$ cat config.mk
export PLATFORM = sky130hd
export DESIGN_NAME = blx_executor
export DESIGN_NICKNAME = d
export VERILOG_FILES = /design/src/rtl/blx_pkg.sv /design/src/rtl/blx_alu_if.sv /design/src/rtl/blx_alu.sv /design/src/rtl/blx_executor.sv
export SDC_FILE = /design/constraint.sdc
export NUM_CORES = 1
export LEC_CHECK = 0
export ABC_AREA = 1
export BUFFER_PORTS_ARGS = -buffer_cell sky130_fd_sc_hd__buf_2
export CELL_PAD_IN_SITES_DETAIL_PLACEMENT = 1
export CELL_PAD_IN_SITES_GLOBAL_PLACEMENT = 1
export CORE_MARGIN = 3
export CORE_UTILIZATION = 38
export CTS_CLUSTER_DIAMETER = 30
export DETAILED_ROUTE_END_ITERATION = 7
export PLACE_DENSITY = 0.91
export SYNTH_ARGS = -nofsm -noshare
export SYNTH_HDL_FRONTEND = slang
export SYNTH_SLANG_ARGS = --single-unit
$ cat constraint.sdc
create_clock -name clock_i -period 3.85 [get_ports clock_i]
set_clock_uncertainty 0.2 [all_clocks]
set_input_delay 0.385 -clock clock_i [delete_from_list [all_inputs] [get_ports clock_i]]
set_output_delay 0.385 -clock clock_i [all_outputs]
set_load 0.03 [all_outputs]
$ cat src/rtl/blx_pkg.sv
// Package: opcode patterns, field positions, widths and reset value for the executor
package blx_pkg;
  localparam int         INSTR_W      = 14;
  localparam int         DATA_W       = 8;
  localparam int         ADDR_W       = 7;
  localparam int         BIT_SEL_LSB  = 7;
  localparam int         BIT_SEL_W    = 3;
  localparam int         DEST_BIT     = 7;
  localparam logic [1:0] GRP_BYTE     = 2'h0;
  localparam logic [1:0] GRP_BIT      = 2'h1;
  localparam logic [1:0] GRP_LIT      = 2'h3;
  localparam logic [1:0] BIT_CLR      = 2'h0;
  localparam logic [1:0] BIT_SET      = 2'h1;
  localparam logic [1:0] BIT_TSTC     = 2'h2;
  localparam logic [3:0] BYTE_DEC     = 4'h3;
  localparam logic [3:0] BYTE_IOR     = 4'h4;
  localparam logic [3:0] BYTE_MOV     = 4'h8;
  localparam logic [3:0] BYTE_COM     = 4'h9;
  localparam logic [3:0] LIT_IOR      = 4'h8;
  localparam logic [13:0] WDOG_CLR    = 14'h0064;
  localparam logic [7:0] W_RESET      = 8'h00;
  localparam int         WDOG_W       = 8;
  localparam int         PRESC_W      = 8;
  typedef enum logic [1:0] {
    BLX_NONE,
    BLX_W,
    BLX_F
  } blx_dest_t;
endpackage

$ cat src/rtl/blx_alu_if.sv
// Interface: operands and result between decoder and ALU
`timescale 1ns/1ps
interface blx_alu_if;
  import blx_pkg::*;
  logic [3:0]        op;
  logic [DATA_W-1:0] w_val;
  logic [DATA_W-1:0] f_val;
  logic [DATA_W-1:0] lit;
  logic [DATA_W-1:0] result;
  logic              zero;
  modport ctl (output op, output w_val, output f_val, output lit,
               input result, input zero);
  modport alu (input op, input w_val, input f_val, input lit,
               output result, output zero);
endinterface

$ cat src/rtl/blx_alu.sv
// ALU: byte-oriented and literal results with zero detect
`timescale 1ns/1ps
module blx_alu
  import blx_pkg::*;
(
  blx_alu_if.alu a
);
  // Op code 4'hF selects the literal OR path
  always_comb begin
    case (a.op)
      BYTE_DEC: a.result = a.f_val - 8'h01;
      BYTE_IOR: a.result = a.w_val | a.f_val;
      BYTE_MOV: a.result = a.f_val;
      BYTE_COM: a.result = ~a.f_val;
      4'hF:     a.result = a.w_val | a.lit;
      default:  a.result = a.f_val;
    endcase
  end
  assign a.zero = (a.result == 8'h00);
endmodule

$ cat src/rtl/blx_executor.sv
// Top: decode and execute of the bit, byte and watchdog-clear subset
`timescale 1ns/1ps
module blx_executor
  import blx_pkg::*;
(
  input  wire logic               clock_i,
  input  wire logic               resetn_i,
  input  wire logic               instr_valid_i,
  input  wire logic [INSTR_W-1:0] instr_i,
  input  wire logic [DATA_W-1:0]  rf_rdata_i,
  input  wire logic               wdog_tick_i,
  input  wire logic               wdog_expire_clr_i,
  input  wire logic               sleep_enter_i,
  output logic      [ADDR_W-1:0]  rf_addr_o,
  output logic                    rf_we_o,
  output logic      [DATA_W-1:0]  rf_wdata_o,
  output logic      [DATA_W-1:0]  w_o,
  output logic                    zero_flag_o,
  output logic                    watchdog_expiry_bit_o,
  output logic                    sleep_entry_bit_o,
  output logic      [WDOG_W-1:0]  wdog_count_o,
  output logic      [PRESC_W-1:0] wdog_presc_o,
  output logic                    skip_o
);
  // ****************************************************************
  // Decode
  // ****************************************************************
  logic [1:0]           grp;
  logic [3:0]           sub;
  logic [BIT_SEL_W-1:0] bsel;
  logic                 dbit;
  logic [DATA_W-1:0]    bmask;
  logic                 bit_clear_op;
  logic                 bit_set_op;
  logic                 bit_test_skip_clear_op;
  logic                 complement_op;
  logic                 decrement_op;
  logic                 or_literal_op;
  logic                 or_register_op;
  logic                 move_register_op;
  logic                 watchdog_clear_op;
  logic                 byte_op;
  logic                 exec;
  logic                 skip_q;
  logic                 skip_d;

  // A skipped slot is executed as a no-op, so nothing below acts on it
  assign exec = instr_valid_i & ~skip_q;
  assign grp  = instr_i[13:12];
  assign sub  = instr_i[11:8];
  assign bsel = instr_i[BIT_SEL_LSB +: BIT_SEL_W];
  assign dbit = instr_i[DEST_BIT];
  assign bmask = 8'h01 << bsel;

  assign bit_clear_op  = exec & (grp == GRP_BIT) & (sub[3:2] == BIT_CLR);
  assign bit_set_op    = exec & (grp == GRP_BIT) & (sub[3:2] == BIT_SET);
  assign bit_test_skip_clear_op =
    exec & (grp == GRP_BIT) & (sub[3:2] == BIT_TSTC);
  assign complement_op    = exec & (grp == GRP_BYTE) & (sub == BYTE_COM);
  assign decrement_op     = exec & (grp == GRP_BYTE) & (sub == BYTE_DEC);
  assign or_register_op   = exec & (grp == GRP_BYTE) & (sub == BYTE_IOR);
  assign move_register_op = exec & (grp == GRP_BYTE) & (sub == BYTE_MOV);
  assign or_literal_op    = exec & (grp == GRP_LIT) & (sub == LIT_IOR);
  assign watchdog_clear_op = exec & (instr_i == WDOG_CLR);
  assign byte_op = complement_op | decrement_op | or_register_op
                 | move_register_op;

  // ****************************************************************
  // ALU
  // ****************************************************************
  blx_alu_if alu_bus ();
  assign alu_bus.op    = or_literal_op ? 4'hF : sub;
  assign alu_bus.w_val = w_o;
  assign alu_bus.f_val = rf_rdata_i;
  assign alu_bus.lit   = instr_i[DATA_W-1:0];

  blx_alu u_alu (
    .a (alu_bus.alu)
  );

  // ****************************************************************
  // Register file port
  // ****************************************************************
  // Read data is combinational from the file for the same address
  assign rf_addr_o = instr_i[ADDR_W-1:0];

  always_comb begin
    rf_we_o    = 1'b0;
    rf_wdata_o = rf_rdata_i;
    if (bit_clear_op) begin
      rf_we_o    = 1'b1;
      rf_wdata_o = rf_rdata_i & ~bmask;
    end else if (bit_set_op) begin
      rf_we_o    = 1'b1;
      rf_wdata_o = rf_rdata_i | bmask;
    end else if (byte_op && dbit) begin
      rf_we_o    = 1'b1;
      rf_wdata_o = alu_bus.result;
    end
  end

  // ****************************************************************
  // Working register, zero flag, skip
  // ****************************************************************
  logic [DATA_W-1:0] w_q;
  logic [DATA_W-1:0] w_d;
  logic              z_q;
  logic              z_d;

  always_comb begin
    w_d    = w_q;
    z_d    = z_q;
    skip_d = 1'b0;
    if (byte_op) begin
      z_d = alu_bus.zero;
      if (!dbit) begin
        w_d = alu_bus.result;
      end
    end else if (or_literal_op) begin
      w_d = alu_bus.result;
      z_d = alu_bus.zero;
    end
    if (bit_test_skip_clear_op) begin
      skip_d = ~|(rf_rdata_i & bmask);
    end else if (skip_q) begin
      skip_d = ~instr_valid_i;
    end
  end

  always_ff @(posedge clock_i) begin
    if (!resetn_i) begin
      w_q    <= W_RESET;
      z_q    <= 1'b0;
      skip_q <= 1'b0;
    end else begin
      w_q    <= w_d;
      z_q    <= z_d;
      skip_q <= skip_d;
    end
  end

  assign w_o         = w_q;
  assign zero_flag_o = z_q;
  assign skip_o      = skip_q;

  // ****************************************************************
  // Watchdog counter, prescaler and status bits
  // ****************************************************************
  logic [WDOG_W-1:0]  cnt_q;
  logic [WDOG_W-1:0]  cnt_d;
  logic [PRESC_W-1:0] pre_q;
  logic [PRESC_W-1:0] pre_d;
  logic               expiry_q;
  logic               expiry_d;
  logic               sleep_q;
  logic               sleep_d;

  always_comb begin
    cnt_d = cnt_q;
    pre_d = pre_q;
    expiry_d = expiry_q;
    sleep_d  = sleep_q;
    if (wdog_tick_i) begin
      pre_d = pre_q + 8'h01;
      if (pre_q == 8'hFF) begin
        cnt_d = cnt_q + 8'h01;
      end
    end
    if (wdog_expire_clr_i) begin
      expiry_d = 1'b0;
    end
    if (sleep_enter_i) begin
      sleep_d = 1'b0;
    end
    // Clear instruction overrides ticks and outside clears
    if (watchdog_clear_op) begin
      cnt_d    = 8'h00;
      pre_d    = 8'h00;
      expiry_d = 1'b1;
      sleep_d  = 1'b1;
    end
  end

  always_ff @(posedge clock_i) begin
    if (!resetn_i) begin
      cnt_q <= 8'h00;
      pre_q <= 8'h00;
      expiry_q <= 1'b1;
      sleep_q  <= 1'b1;
    end else begin
      cnt_q    <= cnt_d;
      pre_q    <= pre_d;
      expiry_q <= expiry_d;
      sleep_q  <= sleep_d;
    end
  end

  assign wdog_count_o          = cnt_q;
  assign wdog_presc_o          = pre_q;
  assign watchdog_expiry_bit_o = expiry_q;
  assign sleep_entry_bit_o     = sleep_q;

  // ****************************************************************
  // Elaboration checks
  // ****************************************************************
  // Literals above are byte wide; other widths need a rework
  if (DATA_W != 8 || WDOG_W != 8 || PRESC_W != 8) begin : g_width_chk
    $error("executor supports byte-wide data and watchdog only");
  end
endmodule

* Word level (Yosys, flattened, before mapping) *
Cells that the tools add are included.

storage, ports and cells
  logic and storage cells = 77
  bits in latches = 0
  memories kept = 0
  bits in writable memories = 0
  register bits = 28
  bits of input ports = 28
  bits in read-only memories = 0

cells by class
  order comparisons = 0
  $add $sub $neg = 3
  bitwise logic cells = 26
  multiply operators = 0
  div/mod/pow operators = 0
  reduce and logical (&&, ||, !) cells = 10
  equality and inequality tests = 15
  shift operators = 1
  multiplexer cells = 15

operators by type and width
  operator                                                                number
  8-bit 2-to-1 mux                                                        6
  8-bit case mux with 4 select lines                                      1
  8-bit bitwise OR                                                        3
  8-bit by 1-bit adder with 8-bit output, second input constant           2
  8-bit AND                                                               2
  4-bit equality test, second input constant                              4
  8-bit inverter                                                          2
  14-bit by 7-bit equality test with 1-bit output, second input constant  1
  1-bit AND                                                               13
  4-bit by 2-bit equality test with 1-bit output, second input constant   2
  4-bit by 3-bit equality test with 1-bit output, second input constant   2
  8-bit equality test, second input constant                              1
  8-bit logical NOT                                                       1
  8-bit OR reduction                                                      1
  1-bit by 3-bit left shift with 8-bit output, first input constant       1
  8-bit by 1-bit subtractor with 8-bit output, second input constant      1
  1-bit 2-to-1 mux                                                        7
  2-bit by 1-bit equality test with 1-bit output, second input constant   2
  2-bit equality test, second input constant                              2
  2-bit logical NOT                                                       2
  4-bit 2-to-1 mux                                                        1
  2-bit AND reduction                                                     2
  1-bit inverter                                                          3
  1-bit bitwise OR                                                        3
  other kinds (5)                                                         5

* Depth between registers and ports, before layout *
Gate-level depths: netlist of run 1.

  depth in word-level cells = 11
  gate-level depth with buffers = 15

* Modules after synthesis *
From an unflattened synthesis of run 1, not the netlist that was laid out.

unflattened totals
  cell total of the unflattened synthesis = 420
  area total of the unflattened synthesis = 2488.6 µm²

modules (own cells, without submodules)
  module        instances  area an instance (µm²)  sequential area each (µm²)  cells each
  blx_executor  1          1869.3                  560.5                       291
  blx_alu       1          619.3                   0.0                         129

* Worst setup path before layout of run 1 *
No wires, ideal clock.

  kind = input to output
  from = input port instr_i[11]
  to = output port rf_wdata_o[0]
  stages = 12
  setup slack = 1307 ps
  path buffers = 1
  required time = 3265 ps
  arrival time = 1958 ps
  cell sequence = buf_6 > nor2_1 > nand2_2 > nand2_4 > nor2_8 > nand2_4 > nand2_4 > nor2_8 > inv_2 > a21oi_1 > nand2_1 > a21oi_1

between the ends
  cells in the longest elaborated chain, start to end = 9
  elaborated cells on any way between the ends = 26
  those cells by class = 9 x eq/ne; 5 x mux; 10 x bitwise; 2 x reduce/logical

ends and longest elaborated chain
  element                                                                                     line                source
  from (decl)                                                                                 blx_executor.sv:9   input wire logic [INSTR_W-1:0] instr_i,
  parallel branches: the longest is 8 deep, another holds 8-bit case mux with 4 select lines  -
  8-bit 2-to-1 mux *                                                                          blx_executor.sv:90  if (bit_clear_op) begin
  to (decl)                                                                                   blx_executor.sv:16  output logic [DATA_W-1:0] rf_wdata_o,

Mark *: on every way between the ends.

* Worst setup path in the final report of run 1 *
  from = input port instr_i[11]
  to = output port rf_wdata_o[2]

The elaborated chain is that of the path after synthesis.

==> key figures, run 1 <==
Clock tree
  – Post-CTS setup buffers: 0
  – Max clock buf depth: 2
  – CTS tree: done
  – CTS Buf Count: 3
  – # clock sinks: 28
  – Post-cts hold buffer count: 0
  – Worst skew pair latency: 280 ps
  – Clock transition at path regs: 110 ps
  – # resized after CTS: 0
  – Clk root buf: clkbuf_8
  – H-tree depth: 1

Power
  – Seq pwr share: 0.404
  – Clk network pwr share: 0.314
  – Psw: 0.248 mW
  – Pwr/cell area: 260 nW/um2
  – Sw Share: 0.333
  – Lkg Pwr: 1.46 nW
  – VDD IR max: 0.149 mV
  – Total power: 0.745 mW
  – Logic pwr share: 0.281
  – Cell-internal power: 0.497 mW

Floorplanning
  – Core ar.: 6060 um2
  – Die Y: 86.1 um
  – Die area: 7410 um2
  – Starting density of the core: 0.402
  – Ports: 72
  – Row count: 28
  – DIE WIDTH: 86.1 um

Global route
  – Grt ovf: 0
  – Grt met2 use: 0.395
  – Met1 Usage GRT: 0.272
  – Largest net degree at the start of global routing: 17
  – Met3 usage: 0.0403
  – Global routing's busiest layer: met2
  – First-pass GRT wire length: 13.0 mm
  – Initial antenna violation count: 0
  – Vias in the first global route: 2817
  – Total Routing Usage GR: 0.218

Routing
  – Starting DRT DRC Count: 87
  – DR vias: 2757
  – WL per Instance: 15.5 um
  – Vias per cell: 5.30
  – # DRC: 0
  – Antenna-violating nets left: 0
  – Final WL: 8.07 mm
  – Drt pass-1 iters: 4

Final layout
  – Most common cell after layout, fill and taps aside: nand2_1
  – Register area: 561 um2
  – Ant. Diodes: 0
  – Multi-input logic area: 1550 um2
  – Layout cell share with drive strength beyond 1: 0.276
  – Layout Nets: 477
  – Fin cells: 520
  – Number of fill cells: 882
  – Area delta synth->final: 17.7%
  – Most frequent cells in the layout: nand2_1 (89), buf_2 (71), inv_1 (53)
  – Fin util: 0.473

Worst hold path
  – Worst min path class: input port to register
  – Hold Crit Start: sleep_enter_i
  – Hold path depth: 2

Timing
  – Hold Vio Cnt, Final: 0
  – Worst slew pin tran: 904 ps
  – WHS: 66.0 ps
  – Pins Over Slew Limit: 0
  – Final TNS setup: 0 ps
  – Post-layout minimum cycle time: 2850 ps
  – Slew Limit Headroom: 0.393
  – Count of final setup violators: 0
  – Final Cycle Share: 0.740
  – Fmax: 351 MHz
  – RSZ-0062 raised after global routing: false

Place
  – Detailed placer's ending HPWL: 6.72 mm
  – DP Cell Count: 516
  – Final estimated routing congestion in global placement: 0.904
  – Port Buf Inserts: 71

Setup path
  – R2R Setup Slk: 1560 ps
  – Critical path peak fanout: 15
  – Crit path DAT: 2260 ps
  – WP data required: 3260 ps
  – Crit path launch type: input port
  – First element of the critical path: instr_i[11]
  – R2R depth: 11
  – WS Path Type: input port to output port
  – FF-to-FF Start: wdog_presc_o[0]
  – Setup crit end kind: output port

Synth
  – Synth Net Count: 413
  – Cell area after synthesis: 2440 um2
  – Mapped Cells: 382
  – Number of flops mapped to enable cells by yosys: 0
  – Mean Syn Cell Area: 6.38 um2
  – YS warnings: 0
  – Post-synth ARST share: 0
  – Ys flop type: dfxtp_1
  – Yosys cell types: 38
  – Seq cells post-synth: 28
  – Sequential area share after synthesis: 0.230

Flow run
  – Max-cap violations: 0

Outcome
  – Run status: finished, final reports clean
worst max-delay path: stages:
cell and delay (ps):
buf_2 330, nand2_4 110, inv_2 80, nand2_4 80, nand2_4 120, nor2_8 60, nand2_4 80, nand2_4 60
nor2_8 200, inv_2 130, a21oi_1 160, nand2_1 70, a21oi_1 150, buf_2 230
cell families (layout without fill, tap and decap cells):
logic type,count (synthesis),count (layout),share of synthesized area
and+or+nand+nor,192,192,0.406
AOI/OAI and AO/OA,81,81,0.198
DFF,28,28,0.230
buffers and inverters,73,136,0.132
muxes,1,1,0.00411
xor gates and xnor gates,4,4,0.0144
adders and majority gates,3,3,0.0154
final timing paths:
| check | end |
|---|---|
| max | rf_wdata_o[2] |
| min | sleep_entry_bit_o |
| max reg2reg | wdog_count_o[6] |
| min reg2reg | sleep_entry_bit_o |
cell usage after synthesis (3+ instances only):
cell | number | share of area
nor3_1 | 5 | 0.010
nand3_1 | 31 | 0.064
nand2_1 | 89 | 0.14
ha_1 | 3 | 0.015
buf_4 | 8 | 0.025
o211ai_2 | 7 | 0.036
nor2_1 | 30 | 0.046
inv_2 | 7 | 0.011
o21ai_0 | 18 | 0.037
a21oi_1 | 45 | 0.092
nand2_2 | 5 | 0.013
inv_1 | 53 | 0.082
nor2_2 | 5 | 0.013
o22ai_1 | 5 | 0.013
nand2_4 | 8 | 0.037
xnor2_1 | 3 | 0.011
nor3_2 | 3 | 0.012
dfxtp_1 | 28 | 0.23
power groups by stage:
stage                     registers (mW)  logic [mW]  clock network (mW)
after global routing               0.303       0.230               0.250
after detailed placement           0.308       0.208                   0
after CTS                          0.301       0.209               0.238
after floorplan                    0.320       0.136                   0
final                              0.301       0.210               0.234
after global placement             0.308       0.202                   0
final cells by class:
class                   instances  area share
multi-input cells             281       0.542
flip-flops and latches         28       0.195
repair buffers                 72       0.127
inverters                      60      0.0785
well taps                      75      0.0327
clock buffers                   3      0.0144
clock inverters                 1      0.0105
per-layer routing:
layer | routed length [um] | share of wire
met1 | 3650 | 0.45
met2 | 3920 | 0.49
met3 | 422 | 0.052
met4 | 76 | 0.0094
met5 | 0 | 0
state kept, by name, indices dropped and copies added (netlist names):
| register | flops |
|---|---|
| wdog_presc_o | 8 |
| w_o | 8 |
| sleep_entry_bit_o | 1 |
| zero_flag_o | 1 |
| skip_o | 1 |
| wdog_count_o | 8 |
| watchdog_expiry_bit_o | 1 |
through the flow:
step / setup WS (ps) / area [um2]
after floorplan: 1310 / 2440
after detailed placement: 1030 / 2800
after global placement: 1120 / 2800
after CTS: 1030 / 2870
final: 1000 / 2870
after global routing: 748 / 2870
Note: power is estimated with default switching activity, not from simulation.
==> inputs of run 2 (changes only) <==
--- a/config.mk
+++ b/config.mk
@@ -10,10 +10,10 @@
 export CELL_PAD_IN_SITES_DETAIL_PLACEMENT = 1
 export CELL_PAD_IN_SITES_GLOBAL_PLACEMENT = 1
 export CORE_MARGIN = 3
-export CORE_UTILIZATION = 38
+export CORE_UTILIZATION = 36
 export CTS_CLUSTER_DIAMETER = 30
 export DETAILED_ROUTE_END_ITERATION = 7
-export PLACE_DENSITY = 0.91
+export PLACE_DENSITY = 0.87
 export SYNTH_ARGS = -nofsm -noshare
 export SYNTH_HDL_FRONTEND = slang
 export SYNTH_SLANG_ARGS = --single-unit
==> constraint.sdc (replaced) <==
create_clock -name clock_i -period 2.75 [get_ports clock_i]
set_clock_uncertainty 0.2 [all_clocks]
set_input_delay 0.275 -clock clock_i [delete_from_list [all_inputs] [get_ports clock_i]]
set_output_delay 0.275 -clock clock_i [all_outputs]
set_load 0.03 [all_outputs]
==> key figures, run 2 (synthesis gave the netlist of run 1 again) <==
Outcome
  – Run status: finished, final reports clean (unchanged)

Final layout
  – Layout cell share with drive strength beyond 1: 0.281 (was 0.276)
  – Area delta synth->final: 19.7% (was 17.7%)
  – Layout Nets: 481 (was 477)
  – Most common cell after layout, fill and taps aside: nand2_1 (unchanged)
  – Ant. Diodes: 0 (unchanged)
  – Fin cells: 526 (was 520)
  – Most frequent cells in the layout: nand2_1 (89), buf_2 (71), inv_1 (53) (unchanged)

Clock tree
  – Clk root buf: clkbuf_8 (unchanged)
  – # clock sinks: 28 (unchanged)
  – Max clock buf depth: 2 (unchanged)
  – Clock transition at path regs: 110 ps (about the same)
  – CTS tree: done (unchanged)
  – CTS Buf Count: 3 (unchanged)
  – Worst skew pair latency: 300 ps (was 280 ps)
  – H-tree depth: 1 (unchanged)

Timing
  – Count of final setup violators: 0 (unchanged)
  – Slew Limit Headroom: 0.586 (was 0.393)
  – Final TNS setup: 0 ps (unchanged)
  – Post-layout minimum cycle time: 2570 ps
  – Pins Over Slew Limit: 0 (unchanged)
  – Worst slew pin tran: 619 ps (was 904 ps)
  – RSZ-0062 raised after global routing: false (unchanged)
  – Hold Vio Cnt, Final: 0 (unchanged)
  – Final Cycle Share: 0.936
  – Fmax: 388 MHz

Global route
  – Grt ovf: 0 (unchanged)
  – Met3 usage: 0.0345 (was 0.0403)
  – First-pass GRT wire length: 13.6 mm (was 13.0 mm)
  – Grt met2 use: 0.380 (was 0.395)
  – Global routing's busiest layer: met2 (unchanged)
  – Total Routing Usage GR: 0.222 (was 0.218)
  – Largest net degree at the start of global routing: 17 (unchanged)
  – Vias in the first global route: 2816 (was 2817)
  – Initial antenna violation count: 0 (unchanged)
  – Met1 Usage GRT: 0.288 (was 0.272)

Setup path
  – Slowest CP cell: buf_2 (unchanged)
  – Crit path launch type: input port (unchanged)
  – WS Path Type: input port to output port (unchanged)
  – Critical path peak fanout: 15 (unchanged)
  – R2R depth: 11 (unchanged)
  – WP depth: 14 (unchanged)
  – Family with the most delay on the worst path: buffers and inverters (was simple AND/OR/NAND/NOR gates)
  – Buf+Inv Stages, Crit Path: 4 (unchanged)
  – Crit path top cell by count: nand2_4 (unchanged)
  – CP Cell Sequence: buf_2, nand2_4, inv_2, nand2_4, nand2_4, nor2_8, nand2_4, nand2_4, nor2_8, inv_2, a21oi_1, nand2_1, a21oi_1, buf_2 (unchanged)
  – Setup crit end kind: output port (unchanged)
  – Crit path DAT: 2100 ps (was 2260 ps)
  – Slowest stage delay, CP: 350 ps (was 330 ps)
  – WP data required: 2280 ps (was 3260 ps)

Worst hold path
  – Hold path depth: 2 (unchanged)
  – Worst min path class: input port to register (unchanged)

Place
  – Final estimated routing congestion in global placement: 0.887 (was 0.904)
  – Detailed placer's ending HPWL: 6.83 mm (was 6.72 mm)
  – Port Buf Inserts: 71 (unchanged)
  – DP Cell Count: 520 (was 516)

Floorplanning
  – DIE WIDTH: 88.3 um (was 86.1 um)
  – Ports: 72 (unchanged)
  – Core ar.: 6460 um2 (was 6060 um2)
  – Die Y: 88.3 um (was 86.1 um)
  – Die area: 7790 um2 (was 7410 um2)
  – Row count: 29 (was 28)
  – Starting density of the core: 0.377 (was 0.402)

Routing
  – Starting DRT DRC Count: 117 (was 87)
  – DR vias: 2799 (was 2757)
  – WL per Instance: 16.2 um (was 15.5 um)
  – # DRC: 0 (unchanged)
  – Antenna-violating nets left: 0 (unchanged)
  – Final WL: 8.50 mm (was 8.07 mm)
  – Vias per cell: 5.32 (was 5.30)
  – Drt pass-1 iters: 4 (unchanged)

Power
  – Total power: 1.06 mW (was 0.745 mW)
  – Sw Share: 0.341 (was 0.333)
  – Seq pwr share: 0.397 (was 0.404)
  – Lkg Pwr: 1.48 nW (was 1.46 nW)
  – Cell-internal power: 0.701 mW (was 0.497 mW)
  – VDD IR max: 0.161 mV (was 0.149 mV)
  – Clk network pwr share: 0.319 (was 0.314)
  – Logic pwr share: 0.284 (was 0.281)
  – Pwr/cell area: 365 nW/um2 (was 260 nW/um2)
  – Psw: 0.363 mW (was 0.248 mW)

Flow run
  – Max-cap violations: 0 (unchanged)
==> run 2: area by class of cell <==
cell class	instances	area, um2
Tap cell	77	96.3
Timing Repair Buffer	76	398
Sequential cell	28	561
Inverter	60	225
Multi-Input combinational cell	281	1560
Clock inverter	1	30.0
Fill cell	920	3540
Clock buffer	3	41.3
==> run 2: path summary, 6_finish.rpt <==
check	slack [ps]	endpoint	startpoint
min	30	wdog_presc_o[0]	wdog_tick_i
min reg2reg	270	wdog_presc_o[7]	wdog_presc_o[7]
max	180	rf_wdata_o[0]	instr_i[11]
max reg2reg	490	wdog_count_o[6]	wdog_presc_o[1]
==> run 2: what timing repair did <==
item	CTS	global route
hold endpoints to repair	2	0
hold buffers	2	0
gates resized for setup	0	2
setup endpoints to repair	0	8
buffers inserted	0	0
==> run 2: routing by layer <==
layer,up-vias,wire length (um),share of wire
li1,1364,-,-
met1,1330,3690,0.43
met2,92,4140,0.49
met3,13,554,0.065
met4,0,114,0.013
met5,-,0,0
==> run 2: stage by stage <==
step            util  cell area (um2)  hold WS, ps  setup WS (ps)
5_1_grt        0.451             2920         65.0           28.2
3_3_place_gp   0.436             2810          246            331
4_1_cts        0.450             2910         16.7           42.4
2_1_floorplan      -             2440          165            370
6_report       0.451             2920         28.8            175
3_5_place_dp   0.436             2810          252            199
==> run 2: power by group through the flow <==
stage | registers [mW] | clock network (mW) | logic [mW]
after floorplan | 0.448 | 0 | 0.191
after global placement | 0.431 | 0 | 0.287
after detailed placement | 0.431 | 0 | 0.295
after CTS | 0.422 | 0.351 | 0.300
after global routing | 0.424 | 0.361 | 0.332
final | 0.422 | 0.339 | 0.302
